`src/thcmd_pkg.sv`:
```
// thcmd_pkg: opcodes, widths, field positions and reset values for the
// three-wire command decoder of the thermometer.
// assumes a 10 MHz system clock sampling the serial pins.
package thcmd_pkg;

  // opcodes
  localparam logic [7:0] THCMD_OP_RD_TEMP   = 8'hAA;
  localparam logic [7:0] THCMD_OP_RD_COUNT  = 8'hA0;
  localparam logic [7:0] THCMD_OP_RD_SLOPE  = 8'hA9;
  localparam logic [7:0] THCMD_OP_START     = 8'hEE;
  localparam logic [7:0] THCMD_OP_STOP      = 8'h22;
  localparam logic [7:0] THCMD_OP_WR_HIGH   = 8'h01;
  localparam logic [7:0] THCMD_OP_WR_LOW    = 8'h02;
  localparam logic [7:0] THCMD_OP_RD_HIGH   = 8'hA1;
  localparam logic [7:0] THCMD_OP_RD_LOW    = 8'hA2;
  localparam logic [7:0] THCMD_OP_WR_CONFIG = 8'h0C;
  localparam logic [7:0] THCMD_OP_RD_CONFIG = 8'hAC;

  // transfer lengths
  localparam int unsigned THCMD_OP_BITS   = 8;
  localparam int unsigned THCMD_WORD_BITS = 9;
  localparam int unsigned THCMD_CFG_BITS  = 8;
  localparam logic [3:0]  THCMD_OP_LEN    = 4'h8;
  localparam logic [3:0]  THCMD_WORD_LEN  = 4'h9;
  localparam logic [3:0]  THCMD_CFG_LEN   = 4'h8;

  // configuration field positions
  localparam int unsigned THCMD_CFG_ONESHOT = 0;
  localparam int unsigned THCMD_CFG_CPU     = 1;
  localparam int unsigned THCMD_CFG_NVB     = 4;
  localparam int unsigned THCMD_CFG_LOWF    = 5;
  localparam int unsigned THCMD_CFG_HIGHF   = 6;
  localparam int unsigned THCMD_CFG_DONE    = 7;

  // reset values
  localparam logic [7:0] THCMD_CFG_RST   = 8'h88;
  localparam logic [7:0] THCMD_CFG_FIXED = 8'h08;
  localparam logic [7:0] THCMD_CFG_WMASK = 8'h63;
  localparam logic [8:0] THCMD_HIGH_RST  = 9'h000;
  localparam logic [8:0] THCMD_LOW_RST   = 9'h000;

  // nonvolatile write busy time
  localparam int unsigned THCMD_CLK_HZ    = 10_000_000;
  localparam int unsigned THCMD_NV_MS     = 10;
  localparam int unsigned THCMD_NV_CYCLES =
    THCMD_NV_MS * (THCMD_CLK_HZ / 1000);

  typedef enum logic [3:0] {
    THCMD_ST_IDLE = 4'b0001,
    THCMD_ST_OPC  = 4'b0010,
    THCMD_ST_DATA = 4'b0100,
    THCMD_ST_HOLD = 4'b1000
  } thcmd_state_t;

endpackage : thcmd_pkg

```
`src/thcmd_sync.sv`:
```
// thcmd_sync: two-flop synchroniser bank for the serial pins.
// assumes inputs are asynchronous to clk_in.
`timescale 1ns/10ps
module thcmd_sync #(
  parameter int unsigned WIDTH = 3
) (
  // clock and reset
  input  wire logic             clk_in,
  input  wire logic             rst_in,
  // pins
  input  wire logic [WIDTH-1:0] async_in,
  output logic      [WIDTH-1:0] sync_out
);

  logic [WIDTH-1:0] meta_r;

  genvar i;
  generate
    for (i = 0; i < WIDTH; i++) begin : g_bit
      always_ff @(posedge clk_in or posedge rst_in) begin
        if (rst_in) begin
          meta_r[i]   <= 1'b0;
          sync_out[i] <= 1'b0;
        end else begin
          meta_r[i]   <= async_in[i];
          sync_out[i] <= meta_r[i];
        end
      end
    end
  endgenerate

endmodule : thcmd_sync

```
`src/thcmd_top.sv`:
```
// thcmd_top: command decoder behind the three-wire serial port.
// assumes the host drives serial clock and reset line; the conversion
// engine supplies temperature, counter and slope and takes start/stop.
`timescale 1ns/10ps
module thcmd_top
  import thcmd_pkg::*;
#(
  parameter int unsigned NV_CYCLES = THCMD_NV_CYCLES
) (
  // clock and reset
  input  wire logic       clk_in,
  input  wire logic       rst_in,
  // three-wire pins
  input  wire logic       ser_clk_in,
  input  wire logic       ser_rst_in,
  input  wire logic       dq_in,
  output logic            dq_out,
  output logic            dq_oe_out,
  // conversion engine side
  input  wire logic [8:0] temp_in,
  input  wire logic [8:0] count_in,
  input  wire logic [8:0] slope_in,
  input  wire logic       conv_done_in,
  input  wire logic       high_flag_set_in,
  input  wire logic       low_flag_set_in,
  output logic            conv_start_out,
  output logic            conv_stop_out,
  output logic            conv_oneshot_out,
  output logic            conv_cpu_out,
  output logic [8:0]      high_temp_limit_out,
  output logic [8:0]      low_temp_limit_out
);

  logic [2:0]   pins_s;
  logic         sclk_s;
  logic         srst_s;
  logic         dq_s;
  logic         sclk_d_r;
  logic         rise;
  logic         fall;
  thcmd_state_t state_r;
  logic [7:0]   opc_r;
  logic [3:0]   cnt_r;
  logic [3:0]   len_r;
  logic         rd_r;
  logic [8:0]   sh_r;
  logic [7:0]   cfg_r;
  logic [7:0]   cfg_view;
  logic [8:0]   high_r;
  logic [8:0]   low_r;
  logic [31:0]  nv_cnt_r;
  logic         nv_busy;
  logic [7:0]   opc_full;
  logic         opc_last;
  logic         data_last;
  logic [8:0]   wr_word;
  logic         wr_high;
  logic         wr_low;
  logic         wr_cfg;

  thcmd_sync #(
    .WIDTH (3)
  ) u_sync (
    .clk_in   (clk_in),
    .rst_in   (rst_in),
    .async_in ({dq_in, ser_rst_in, ser_clk_in}),
    .sync_out (pins_s)
  );

  assign sclk_s = pins_s[0];
  assign srst_s = pins_s[1];
  assign dq_s   = pins_s[2];

  always_ff @(posedge clk_in or posedge rst_in) begin
    if (rst_in) begin
      sclk_d_r <= 1'b1;
    end else begin
      sclk_d_r <= sclk_s;
    end
  end

  assign rise = sclk_s & ~sclk_d_r;
  assign fall = ~sclk_s & sclk_d_r;

  assign opc_full  = {dq_s, opc_r[7:1]};
  assign opc_last  = (state_r == THCMD_ST_OPC) && rise &&
                     (cnt_r == THCMD_OP_LEN - 4'h1);
  assign data_last = (state_r == THCMD_ST_DATA) && rise && !rd_r &&
                     (cnt_r == len_r - 4'h1);
  assign wr_word   = {dq_s, sh_r[8:1]};
  assign nv_busy   = (nv_cnt_r != 32'h0000_0000);

  assign wr_high = data_last && (opc_r == THCMD_OP_WR_HIGH);
  assign wr_low  = data_last && (opc_r == THCMD_OP_WR_LOW);
  assign wr_cfg  = data_last && (opc_r == THCMD_OP_WR_CONFIG);

  assign cfg_view = (cfg_r & ~(8'h01 << THCMD_CFG_NVB)) |
                    ({7'h00, nv_busy} << THCMD_CFG_NVB);

  always_ff @(posedge clk_in or posedge rst_in) begin
    if (rst_in) begin
      state_r <= THCMD_ST_IDLE;
      opc_r   <= 8'h00;
      cnt_r   <= 4'h0;
      len_r   <= 4'h0;
      rd_r    <= 1'b0;
      sh_r    <= 9'h000;
    end else if (!srst_s) begin
      state_r <= THCMD_ST_IDLE;
      cnt_r   <= 4'h0;
    end else begin
      unique case (state_r)
        THCMD_ST_IDLE: begin
          state_r <= THCMD_ST_OPC;
          cnt_r   <= 4'h0;
        end
        THCMD_ST_OPC: begin
          if (rise) begin
            opc_r <= opc_full;
            cnt_r <= cnt_r + 4'h1;
          end
          if (opc_last) begin
            cnt_r   <= 4'h0;
            state_r <= THCMD_ST_DATA;
            unique case (opc_full)
              THCMD_OP_RD_TEMP: begin
                rd_r <= 1'b1; len_r <= THCMD_WORD_LEN; sh_r <= temp_in;
              end
              THCMD_OP_RD_COUNT: begin
                rd_r <= 1'b1; len_r <= THCMD_WORD_LEN; sh_r <= count_in;
              end
              THCMD_OP_RD_SLOPE: begin
                rd_r <= 1'b1; len_r <= THCMD_WORD_LEN; sh_r <= slope_in;
              end
              THCMD_OP_RD_HIGH: begin
                rd_r <= 1'b1; len_r <= THCMD_WORD_LEN; sh_r <= high_r;
              end
              THCMD_OP_RD_LOW: begin
                rd_r <= 1'b1; len_r <= THCMD_WORD_LEN; sh_r <= low_r;
              end
              THCMD_OP_RD_CONFIG: begin
                rd_r <= 1'b1; len_r <= THCMD_CFG_LEN;
                sh_r <= {1'b0, cfg_view};
              end
              THCMD_OP_WR_HIGH, THCMD_OP_WR_LOW: begin
                rd_r <= 1'b0; len_r <= THCMD_WORD_LEN; sh_r <= 9'h000;
              end
              THCMD_OP_WR_CONFIG: begin
                rd_r <= 1'b0; len_r <= THCMD_CFG_LEN; sh_r <= 9'h000;
              end
              default: begin
                // no data phase, line stays released
                rd_r    <= 1'b0;
                len_r   <= 4'h0;
                state_r <= THCMD_ST_HOLD;
              end
            endcase
          end
        end
        THCMD_ST_DATA: begin
          if (rise) begin
            cnt_r <= cnt_r + 4'h1;
            if (rd_r) begin
              // next bit toward the LSB position
              sh_r <= {1'b0, sh_r[8:1]};
            end else begin
              sh_r <= wr_word;
            end
            if (cnt_r == len_r - 4'h1) begin
              state_r <= THCMD_ST_HOLD;
            end
          end
        end
        THCMD_ST_HOLD: begin
          state_r <= THCMD_ST_HOLD;
        end
      endcase
    end
  end

  // launch on fall, release on rise or reset line low
  always_ff @(posedge clk_in or posedge rst_in) begin
    if (rst_in) begin
      dq_out    <= 1'b0;
      dq_oe_out <= 1'b0;
    end else if (!srst_s || rise ||
                 (state_r != THCMD_ST_DATA) || !rd_r) begin
      dq_oe_out <= 1'b0;
    end else if (fall) begin
      dq_out    <= sh_r[0];
      dq_oe_out <= 1'b1;
    end
  end

  always_ff @(posedge clk_in or posedge rst_in) begin
    if (rst_in) begin
      high_r <= THCMD_HIGH_RST;
      low_r  <= THCMD_LOW_RST;
    end else begin
      if (wr_high) begin
        high_r <= wr_word;
      end
      if (wr_low) begin
        low_r <= wr_word;
      end
    end
  end

  // configuration, hardware flag sets win over a written zero
  always_ff @(posedge clk_in or posedge rst_in) begin
    if (rst_in) begin
      cfg_r <= THCMD_CFG_RST;
    end else begin
      // an 8-bit word ends one place up in the 9-bit shifter
      if (wr_cfg) begin
        cfg_r <= (wr_word[8:1] & THCMD_CFG_WMASK) | THCMD_CFG_FIXED |
                 (cfg_r & ~THCMD_CFG_WMASK & ~THCMD_CFG_FIXED);
      end
      cfg_r[THCMD_CFG_DONE] <= conv_done_in;
      if (high_flag_set_in) begin
        cfg_r[THCMD_CFG_HIGHF] <= 1'b1;
      end
      if (low_flag_set_in) begin
        cfg_r[THCMD_CFG_LOWF] <= 1'b1;
      end
    end
  end

  // nonvolatile busy timer, restarted by each stored write
  always_ff @(posedge clk_in or posedge rst_in) begin
    if (rst_in) begin
      nv_cnt_r <= 32'h0000_0000;
    end else if (wr_high || wr_low || wr_cfg) begin
      nv_cnt_r <= NV_CYCLES;
    end else if (nv_busy) begin
      nv_cnt_r <= nv_cnt_r - 32'h0000_0001;
    end
  end

  always_ff @(posedge clk_in or posedge rst_in) begin
    if (rst_in) begin
      conv_start_out <= 1'b0;
      conv_stop_out  <= 1'b0;
    end else begin
      conv_start_out <= opc_last && (opc_full == THCMD_OP_START);
      conv_stop_out  <= opc_last && (opc_full == THCMD_OP_STOP);
    end
  end

  always_ff @(posedge clk_in or posedge rst_in) begin
    if (rst_in) begin
      conv_oneshot_out    <= THCMD_CFG_RST[THCMD_CFG_ONESHOT];
      conv_cpu_out        <= THCMD_CFG_RST[THCMD_CFG_CPU];
      high_temp_limit_out <= THCMD_HIGH_RST;
      low_temp_limit_out  <= THCMD_LOW_RST;
    end else begin
      conv_oneshot_out    <= cfg_r[THCMD_CFG_ONESHOT];
      conv_cpu_out        <= cfg_r[THCMD_CFG_CPU];
      high_temp_limit_out <= high_r;
      low_temp_limit_out  <= low_r;
    end
  end

endmodule : thcmd_top

```
`config.mk`:
```
export PLATFORM = sky130hd
export DESIGN_NAME = thcmd_top
export DESIGN_NICKNAME = d
export VERILOG_FILES = /design/src/thcmd_pkg.sv /design/src/thcmd_sync.sv /design/src/thcmd_top.sv
export SDC_FILE = /design/constraint.sdc
export NUM_CORES = 1
export LEC_CHECK = 0
export ABC_AREA = 1
export BUFFER_PORTS_ARGS = -buffer_cell sky130_fd_sc_hd__buf_2
export CORE_ASPECT_RATIO = 0.75
export CORE_UTILIZATION = 45
export CTS_CLUSTER_SIZE = 25
export DETAILED_ROUTE_END_ITERATION = 8
export PLACE_DENSITY = 0.72
export SLEW_MARGIN = 5
export SYNTH_ARGS = -nofsm -noshare
export SYNTH_HDL_FRONTEND = slang
export SYNTH_HIERARCHICAL = 1
export SYNTH_SLANG_ARGS = --single-unit
```
`constraint.sdc`:
```
create_clock -name clk_in -period 3.05 [get_ports clk_in]
set_clock_uncertainty 0.2 [all_clocks]
set_input_delay 0.305 -clock clk_in [delete_from_list [all_inputs] [get_ports clk_in]]
set_output_delay 0.305 -clock clk_in [all_outputs]
set_load 0.005 [all_outputs]
```
# Yosys cells after proc, flatten, opt, wreduce, memory -nomap -nowiden
# Index checks and enable logic that the tools add are counted.
# op_classes
addsub	3
n_eq_ne	28
mux	24
bitwise	7
n_reduce_logical	33
# op_table
cell	n
$mux W32	2
$pmux W9 S7	1
$eq A8 B8 Y1 const B	7
$mux W4	8
$reduce_bool A32 Y1	1
$sub A32 B1 Y32 const B	1
$mux W9	3
$pmux W9 S2	1
$eq A8 B1 Y1 const B	2
$eq A8 B2 Y1 const B	2
$eq A8 B4 Y1 const B	2
$pmux W4 S4	1
$pmux W4 S3	1
$logic_and A1 B1 Y1	10
$reduce_bool A2 Y1	5
$ne A3 B3 Y1 const B	3
$reduce_and A3 Y1	3
$reduce_or A9 Y1	1
$eq A4 B3 Y1 const B	2
$eq A8 B6 Y1 const B	1
$ne A8 B2 Y1 const B	1
$or A8 B5 Y8	1
$pmux W4 S2	1
$mux W7	1
other kinds (21)	34
# word_totals
reg_bits	119
word_cells	123

# Longest topological paths before layout
# Gate-level depths: netlist (run 1).
# depth
ltp_word	9
ltp_mapped	13
depth_no_buf	13

# Modules after synthesis
# The synthesis (run 1) kept the hierarchy.
# modules_own_cells
mod	instances	cells_per_inst	area_per_inst_um2	seq_area_each_um2
thcmd_top	1	693	5547.8	2706.3
thcmd_sync	1	7	153.9	150.1

# Worst setup path before layout (run 1)
# Ideal clock, no wire load.
# synth_timing
path_kind	register to register
from	reg state_r[1]
to	reg nv_cnt_r[0]
arrival_time_ns	1.463
t_required_ns	2.733
path_slack_ns	1.270
path_stages_with_launch	12
path_buffers	1
synth_period_minus_slack_ns	1.780
cell_sequence	dfrtp_1 > nor2_2 > nand2_1 > nor2_4 > nand2_2 > nor2_4 > nand3_2 > buf_6 > nand2_4 > nor2_4 > nand3_1 > nand2_1
# synth_via
elab_chain_len	8
# synth_rtl
element	line_no	source
start, declared	thcmd_top.sv:41	thcmd_state_t state_r;
start signal, assigned	thcmd_top.sv:102	state_r <= THCMD_ST_IDLE;
start signal, assigned	thcmd_top.sv:109	state_r <= THCMD_ST_IDLE;
start signal, assigned	thcmd_top.sv:114	state_r <= THCMD_ST_OPC;
$eq A4 B3 Y1 *	thcmd_top.sv:88	assign data_last = (state_r == THCMD_ST_DATA) && rise && !rd_r &&
$logic_and A1 B1 Y1 * (3 in series)	thcmd_top.sv:88	
$logic_and A1 B1 Y1, on equally long branches	thcmd_top.sv:93, thcmd_top.sv:94	
$logic_or A1 B1 Y1	thcmd_top.sv:233	end else if (wr_high || wr_low || wr_cfg) begin
$logic_or A1 B1 Y1 *	thcmd_top.sv:233	
$mux W32 / $reduce_bool A2 Y1 (equally long branches)	--	
end signal, assigned	thcmd_top.sv:236	nv_cnt_r <= nv_cnt_r - 32'h0000_0001;
end, declared	thcmd_top.sv:51	logic [31:0] nv_cnt_r;
# Mark *: on every way between the ends. The rest lies on a longest branch, timed or not.
# A chain may end at the register's enable or synchronous reset.

# Final worst setup path (run 1)
# layout_timing
from	reg opc_r[5]
to	reg sh_r[3]
# layout_via
elab_chain_len	5
# layout_rtl
element	line_no	source
start, declared	thcmd_top.sv:42	logic [7:0] opc_r;
start signal, assigned	thcmd_top.sv:119	opc_r <= opc_full;
$eq A8 B4 Y1, or another cell as far along	thcmd_top.sv:125	unique case (opc_full)
$reduce_or A3 Y1 (no line)	--	
$pmux W9 S7	thcmd_top.sv:125	
$mux W9	thcmd_top.sv:122	if (opc_last) begin
$pmux W9 S2	thcmd_top.sv:112	unique case (state_r)
end signal, assigned	thcmd_top.sv:143	sh_r <= {1'b0, cfg_view};
end signal, assigned	thcmd_top.sv:165	sh_r <= {1'b0, sh_r[8:1]};
end signal, assigned	thcmd_top.sv:167	sh_r <= wr_word;
end, declared	thcmd_top.sv:46	logic [8:0] sh_r;
# Several ways; a longest one is shown, not always the timed one. The select of a mux whose other input is x is not followed.

==> results.md, run 1 <==
Run status:
- The flow ran to the end, and the final reports show no timing, DRC or antenna violations.

Routing:
- The mean number of vias per cell is ~5.1.
- The routed design uses 851 um of met3 wire.
- The first detailed-routing pass took 5 iterations.
- Routed signal wires occupy layers up through met4.
- The detailed router put a total of between 6 and 7 mm of wire on met1.
- The number of remaining DRC errors is 0.
- The wire length on met2 is 5.918 mm.
- Wires add up to around 14 mm.
- The wire length per cell after detailed routing is between 10 and 15 um.
- Detailed routing inserted a total of between 4000 and 5000 vias.
- The first routing iteration left about 470 violations.
- The number of routed nets with antenna violations is 0.

Die:
- The die is around 99 um tall.
- The total area inside the core boundary comes to between 10000 and 15000 um2.
- The row count is 35.
- For this configuration, the core starts out at a cell density of around 46%.
- The die is between 100 and 150 um wide.
- The die covers around 13000 um2.
- The number of top-level design ports is around 60.

Cells and area:
- The fill cell total of the finished layout is 1061.
- The repair_antennas step left the layout with diodes totalling 0.
- The post-route non-filler standard cell count is about 960.
- The most common library cell in the layout ignoring fill and taps is sky130_fd_sc_hd__nand2_1.
- After routing the design area is between 6000 and 7000 um2.
- In the layout the commonest cells are sky130_fd_sc_hd__nand2_1 (176), sky130_fd_sc_hd__dfrtp_1 (111), sky130_fd_sc_hd__nor2_1 (101).
- In the final layout, the share of cells above drive strength 1 is 17.72%.
- Compared with the post-synthesis result, the final layout area differs by 21.20%.
- The number of nets in the layout is roughly 820.

Global route:
- Entering global routing, the biggest net connects about 110 pins.
- The wire length of the first global-routing pass is roughly 23 mm.
- The via count of the first global-routing pass came to roughly 4600.
- The total grt overflow is 0.
- The initial antenna violation count is 0.
- The overall routing resource usage is around 23%.

Clock network:
- Once the clock tree was built, the resizer swapped 0 gates to a different size.
- The clock tree root driver cell is sky130_fd_sc_hd__clkbuf_16.
- Once the clock tree was built, the setup fixing pass inserted 0 buffers.
- The number of H-tree branching levels is 4.
- The number of sinks handled by clock tree synthesis is 114.
- The worst-case clock buffer depth is 2.
- The clock buffer count from CTS is 17.
- The TritonCTS clock tree is built.
- Hold repair after CTS inserted 11 buffers.
- The clock input transition at the sequential cells of the worst setup and hold paths is 0.06 ns.
- The source-to-sink clock delay at the later pin of the worst-skew pair is roughly 0.42 ns.

Min path:
- The class of the worst hold path is in2reg.

Placement:
- Counting tap cells, the placed design contains a total of between 900 and 1000 instances.
- The wire-length estimate of the detail-placed layout is ~9.5 mm.
- The congestion estimate from routability-driven global placement came to 0.9069.
- The total of buffers placed on input and output ports is 58.
- The instance area at placement is a little over 6000 um2.

Timing:
- Setup repair after global routing left no endpoint under its margin.
- Subtracting the final worst setup slack from the clock period gives 2.382 ns.
- The worst-case headroom to the max-slew limit is approximately three fifths.
- Based on the critical path, the design can be clocked at up to roughly 0.42 GHz.
- The number of failing hold endpoints at the final stage is 0.
- The actual transition at the worst max-transition pin is slightly below 0.6 ns.
- The final critical path takes up 78.10% of the cycle.
- The number of failing setup endpoints in the final timing report is 0.
- The number of max-slew violations in the final report is 0.
- For the final routed database, the setup TNS stands at 0 ns.

Setup path:
- The number of cells on the worst reg-to-reg path is 11.
- The worst setup path is of the reg2reg kind.
- The launch point of the worst reg-to-reg path is opc_r[5].
- The endpoint identified for the worst register-to-register timing path is sh_r[3].
- The largest fanout of any net on the critical path is 24.
- Following the worst setup path forward leads to its endpoint at sh_r[3].
- The endpoint arrival time on the critical path is approximately 2.5 ns.
- The most critical setup path has its startpoint at opc_r[5].
- STA puts the critical path data required time at between 3 and 4 ns.
- In this run the register-to-register setup slack is ~0.67 ns.
- The worst setup path is captured at a register.
- The type of origin of the critical path is a register.

Power:
- VDD sags by at most about 0.00051 V.
- The power per cell area is around 580 nW/um2.
- The leakage power total is around 3.9 nW.

Yosys:
- In this run the cell area of the synthesized design comes to 5702 um2.
- The number of different library cells in the post-synthesis netlist is 40.
- The number of cells produced by synthesis is 700.
- Yosys printed 6 warnings.
- Dividing the synthesized area by the synthesized cell count gives slightly above 8 um2.
- The net count after synthesis is around 740.
- The register area share after synthesis is about half.
- The number of register bits inferred by synthesis is 114.

Job:
- Across the run, the number of max-cap violations was 0.
-- metal layers --
metal / global-route usage (%) / vias up
li1: - / 2416
met1: 32.52 / 2202
met2: 33.90 / 188
met3: 3.466 / 22
met4: 10.47 / 0
met5: 0 / -
-- cells by family after synthesis --
group / after synthesis / share of synthesized area (%)
flops: 114 / 50.10
simple gates: 431 / 34.47
compound gates: 48 / 4.718
mux: 1 / 0.1975
xor+xnor: 26 / 3.994
buf+inv: 77 / 5.859
fa+ha+maj: 3 / 0.6584
-- how the worst min path moves through the flow --
stage / start / endpoint / slack, ns / depth (start not counted)
2_1_floorplan: rst_in / u_sync/meta_r[0] / -0.10 / 1
3_3_place_gp: rst_in / u_sync/sync_out[1] / 0.05 / 2
3_5_place_dp: rst_in / u_sync/meta_r[1] / 0.06 / 2
4_1_cts: temp_in[5] / sh_r[5] / 0.004 / 5
5_1_grt: temp_in[5] / sh_r[5] / 0.01 / 5
6_report: temp_in[5] / sh_r[5] / 0.01 / 5
-- critical path, cell delays in order, from the launching register on --
cell	delay (ns)
sky130_fd_sc_hd__dfrtp_1	0.38
sky130_fd_sc_hd__inv_1	0.12
sky130_fd_sc_hd__nand2_2	0.10
sky130_fd_sc_hd__nor2_4	0.46
sky130_fd_sc_hd__nand2_1	0.24
sky130_fd_sc_hd__inv_2	0.18
sky130_fd_sc_hd__nor2_1	0.08
sky130_fd_sc_hd__nand3_2	0.13
sky130_fd_sc_hd__nand2_4	0.15
sky130_fd_sc_hd__nor2_1	0.14
sky130_fd_sc_hd__nand2_1	0.08
sky130_fd_sc_hd__nand2_1	0.06
-- where the power goes --
part           internal (mW)  switching, mW  total (mW)
registers               1.54         0.0171        1.55
clock network           1.51          0.709        2.22
logic                 0.0699          0.136       0.206
-- synth_stat cells, drive strengths merged --
cell	n	area share [%]
clkbuf	7	0.50
nor2	115	8.7
nand4	16	1.8
xor2	17	2.6
o22a	1	0.15
xnor2	9	1.4
nor3b	1	0.22
o211ai	2	0.26
inv	60	4.0
dfstp	3	1.4
nand3	71	6.8
clkinv	2	0.13
buf	8	1.3
and2	1	0.11
a21oi	11	1.2
nand2	186	13
o22ai	1	0.11
dfrtp	111	49
o21ai	32	2.8
nand3b	1	0.20
mux2	1	0.20
nor3	36	3.2
or2	2	0.22
ha	3	0.66
nor4	2	0.22
a22o	1	0.15
-- per-stage QoR --
stage                     hold WS (ns)  setup slack [ns]  utilization, %  total power [mW]
final                          0.01065            0.6681           56.16             3.977
after global placement         0.05001            0.7655           49.93             1.769
after CTS                     0.003588            0.6549           56.16             3.988
after global routing           0.01400            0.4089           56.16             4.086
after detailed placement       0.06380            0.7255           49.93             1.771
after floorplan                -0.1040             1.246               -             1.711
-- cell type report --
class	instances	area, um2	area share, %
Sequential cell	114	2856	41.34
Timing Repair Buffer	73	442.9	6.410
Multi-Input combinational cell	509	2511	36.34
Clock inverter	10	181.4	2.625
Tap cell	166	207.7	3.006
Inverter	62	236.5	3.422
Clock buffer	22	474.2	6.862
-- registers in the layout (all words and copies together) (netlist names), 2 cells and up --
register             cells
cfg_r                    5
cnt_r                    4
high_r                   9
high_temp_limit_out      9
len_r                    2
low_r                    9
low_temp_limit_out       9
nv_cnt_r                32
opc_r                    8
sh_r                     9
state_r                  4
u_sync/meta_r            3
u_sync/sync_out          3
(Power assumes the default switching activity.)
==> run 2: changes to the inputs <==
--- a/config.mk
+++ b/config.mk
@@ -11,7 +11,7 @@
 export CORE_UTILIZATION = 45
 export CTS_CLUSTER_SIZE = 25
 export DETAILED_ROUTE_END_ITERATION = 8
-export PLACE_DENSITY = 0.72
+export PLACE_DENSITY = 0.7
 export SLEW_MARGIN = 5
 export SYNTH_ARGS = -nofsm -noshare
 export SYNTH_HDL_FRONTEND = slang
==> constraint.sdc (replaced) <==
create_clock -name clk_in -period 2.3 [get_ports clk_in]
set_clock_uncertainty 0.2 [all_clocks]
set_input_delay 0.23 -clock clk_in [delete_from_list [all_inputs] [get_ports clk_in]]
set_output_delay 0.23 -clock clk_in [all_outputs]
set_load 0.005 [all_outputs]
==> run 2 against run 1 <==
Effect of this change: via count rose by 3.8%; fmax rose by 12%; register-to-register slack got worse by 0.49 ns; count of clock-buffer cells in the layout fell by 5; cell area rose by 1.2%; core utilization rose by 0.70 points; critical path depth fell by 3; cell count rose by 1.6%; first-iteration DRC count fell by 16%; non-clock buffer count rose by 15; global-route usage rose by 1.9 points; clock power rose by 19%; critical endpoint is now nv_cnt_r[30]; largest cell class unchanged; largest power group unchanged.
==> results.md, run 2 (synthesized netlist as in run 1, its figures left out) <==
Placement:
- The HPWL after detailed placement is 10.58 mm (was 9.502 mm).
- The total of buffers placed on input and output ports was 58 (unchanged).
- The post-placement worst setup slack is 0.1938 ns (was 0.7255 ns).
- The routability congestion estimate is 0.9682 (was 0.9069).

Routing:
- The detailed-route via count is 5012 (was 4828).
- The number of DRC violations after detailed-routing iteration 0 is 394 (was 468).
- The number of routed nets with antenna violations is 0 (unchanged).
- The number of remaining DRC errors came to 0 (unchanged).
- The wire length per cell after detailed routing is 15.21 um (was 14.51 um).
- The mean number of vias per cell is 5.162 (was 5.050).
- The first-pass iteration count of the detailed router came to 5 (unchanged).
- The wire length after detailed routing is 14.77 mm (was 13.87 mm).

Global route:
- The maximum number of pins on one net before global-route repair came to 49 (was 109).
- The total grt overflow was 0 (unchanged).
- The overall routing resource usage is 24.54% (was 22.65%).
- The initial antenna violation count is 0 (unchanged).
- The wire length of the first global-routing pass came to 24.72 mm (was 22.84 mm).
- The via count of the first global-routing pass is 5028 (was 4552).

Power:
- The power share of the clock group came to 53.1% (was 55.8%).
- The switching component of the power is 1.237 mW (was 861.4 uW).
- The part of the total power dissipated in combinational logic is 5.7% (was 5.2%).
- The total power draw is 4.998 mW (was 3.977 mW).
- The power per cell area is 714.3 nW/um2 (was 575.6 nW/um2).
- The largest voltage drop on the vdd net is 0.0006192 V (was 0.0005053 V).
- The leakage power total is 3.912 nW (was 3.866 nW).
- The switching part of the total is 24.76% (was 21.66%).
- The part of the total power dissipated in sequential elements is 41.2% (was 39.0%).
- The internal power came to 3.761 mW (was 3.116 mW).

Die:
- The die outline height came to 99.48 um (unchanged).
- The initial core utilization is 46.33% (unchanged).
- The number of top-level design ports is 59 (unchanged).
- The die area came to 13130 um2 (unchanged).
- The row count is 35 (unchanged).
- The width of the chip is 132.0 um (unchanged).
- The area of the core region came to 12310 um2 (unchanged).

Cells and area:
- The growth of design area from synthesis to finish was 22.71% (was 21.20%).
- The fraction of final layout cells sized beyond drive strength 1 is 19.13% (was 17.72%).
- Most frequent cells in the layout: sky130_fd_sc_hd__nand2_1 (176), sky130_fd_sc_hd__dfrtp_1 (111), sky130_fd_sc_hd__nor2_1 (100) (was sky130_fd_sc_hd__nand2_1 (176), sky130_fd_sc_hd__dfrtp_1 (111), sky130_fd_sc_hd__nor2_1 (101)).
- The top register by number of flip-flops is nv_cnt_r (unchanged).
- The number of flip-flops in the largest register came to 32 (unchanged).
- The final standard cell utilization of the core is 56.86% (was 56.16%).
- The diode insertion count for antenna repair is 0 (unchanged).
- The number of nets in the layout is 830 (was 815).
- The most common library cell in the layout ignoring fill and taps is sky130_fd_sc_hd__nand2_1 (unchanged).

Timing:
- The number of failing setup endpoints in the final timing report is 0 (unchanged).
- The worst-case headroom to the max-slew limit came to 58.44% (was 60.21%).
- The sum of negative setup slack came to 0 ns (unchanged).
- The minimum clock period after layout is 2.124 ns (was 2.382 ns).
- The worst-case setup margin in the final layout is 0.1756 ns (was 0.6681 ns).
- The highest attainable clock frequency is 0.4707 GHz (was 0.4198 GHz).
- The number of failing hold endpoints at the final stage is 0 (unchanged).
- The number of max-slew violations in the final report was 0 (unchanged).
- The fraction of the cycle the final worst path needs was 92.36% (was 78.10%).
- The actual transition at the worst max-transition pin was 0.6221 ns (was 0.5969 ns).
- Setup repair after global routing missed its margin: no (unchanged).

Clock network:
- The number of H-tree branching levels is 4 (unchanged).
- The clock tree root driver cell is sky130_fd_sc_hd__clkbuf_16 (unchanged).
- The clock input transition at the sequential cells of the worst setup and hold paths is 0.06 ns (about the same).
- The TritonCTS clock tree is built (unchanged).
- The worst-case clock buffer depth came to 2 (unchanged).
- The post-CTS repair timing setup buffer count is 0 (unchanged).
- The number of sinks handled by clock tree synthesis came to 114 (unchanged).
- The clock buffer count from CTS is 17 (unchanged).
- The source-to-sink clock delay at the later pin of the worst-skew pair is 0.42 ns (about the same).

Setup path:
- The endpoint arrival time on the critical path came to 2.28 ns (was 2.53 ns).
- The type of origin of the critical path is a register (unchanged).
- The class of the most critical setup path was reg2reg (unchanged).
- The nature of the critical path endpoint was a register (unchanged).
- The largest fanout of any net on the critical path is 5 (was 24).
- The worst endpoint required time is 2.46 ns (was 3.20 ns).

Min path:
- The class of the worst hold path is in2reg (unchanged).

Job:
- The max capacitance violation total is 0 (unchanged).

Run status:
- Status: completed (unchanged).
run 2: cell types whose count changed in the layout (fill, tap and decap cells not counted), moves of 2 or more:
cell and delta:
sky130_fd_sc_hd__buf_4 +10, sky130_fd_sc_hd__dlygate4sd3_1 +4, sky130_fd_sc_hd__clkinv_2 -2, sky130_fd_sc_hd__clkbuf_1 -2
sky130_fd_sc_hd__clkinv_4 +4, sky130_fd_sc_hd__bufinv_16 -3, sky130_fd_sc_hd__inv_6 +5, sky130_fd_sc_hd__clkbuf_8 -3
run 2: area by class of cell:
type                       instances  area, um2
fill                            1074       5309
tap                              166      207.7
clock buffer                      17      425.4
inverter                          62      236.5
multi-input combinational        509       2521
sequential                       114       2856
clock inverter                    15      171.4
timing repair buffer              88      578.1
run 2: path summary, 6_finish.rpt:
kind                       slack [ns]  cells after the start                  to        startpoint
max                              0.18                      8        nv_cnt_r[30]       nv_cnt_r[0]
min                              0.06                      7             sh_r[0]       count_in[0]
max reg2reg                      0.18                      8        nv_cnt_r[30]       nv_cnt_r[0]
min reg2reg                      0.15                      0  u_sync/sync_out[1]  u_sync/meta_r[1]
max in group asynchronous        0.99                      4          state_r[0]            rst_in
min in group asynchronous        0.08                      3  u_sync/sync_out[0]            rst_in
run 2: critical path, cell delays in order, from the launching register on:
cell                      delay [ns]
sky130_fd_sc_hd__dfrtp_1        0.38
sky130_fd_sc_hd__inv_1          0.12
sky130_fd_sc_hd__ha_1           0.21
sky130_fd_sc_hd__nand2_1        0.16
sky130_fd_sc_hd__nor3_2         0.30
sky130_fd_sc_hd__nand4_1        0.21
sky130_fd_sc_hd__xnor2_1        0.28
sky130_fd_sc_hd__nand3_1        0.12
sky130_fd_sc_hd__inv_1          0.07
run 2: timing repair:
item	4_1_cts	5_1_grt
setup endpoints to repair	0	2
endpoints found under the hold margin	42	0
gates resized for setup	0	2
hold buffers	15	0
run 2: power by group through the flow:
stage | Sequential, mW | Clock [mW] | Combinational (mW)
5_1_grt | 2.06 | 2.78 | 0.325
6_report | 2.06 | 2.65 | 0.286
3_3_place_gp | 2.09 | 0 | 0.262
3_5_place_dp | 2.09 | 0 | 0.268
2_1_floorplan | 2.09 | 0 | 0.181
4_1_cts | 2.06 | 2.68 | 0.288
run 2: routing by layer:
metal / wire length [um] / vias to the layer above / track usage (%)
met5: 0 / - / 0
met4: 250 / 0 / 9.123
met3: 1017 / 29 / 5.708
met2: 6571 / 197 / 38.22
met1: 6931 / 2346 / 33.54
li1: - / 2440 / -
run 2: through the flow:
| step | cells | instance area [um2] | hold WS (ns) |
|---|---|---|---|
| 6_report | 971 | 6997 | 0.06236 |
| 4_1_cts | 971 | 6987 | 0.05847 |
| 3_5_place_dp | 924 | 6240 | -0.02426 |
| 3_3_place_gp | 924 | 6240 | -0.02656 |
| 5_1_grt | 971 | 6997 | 0.09837 |
| 2_1_floorplan | 700 | 5705 | -0.1790 |
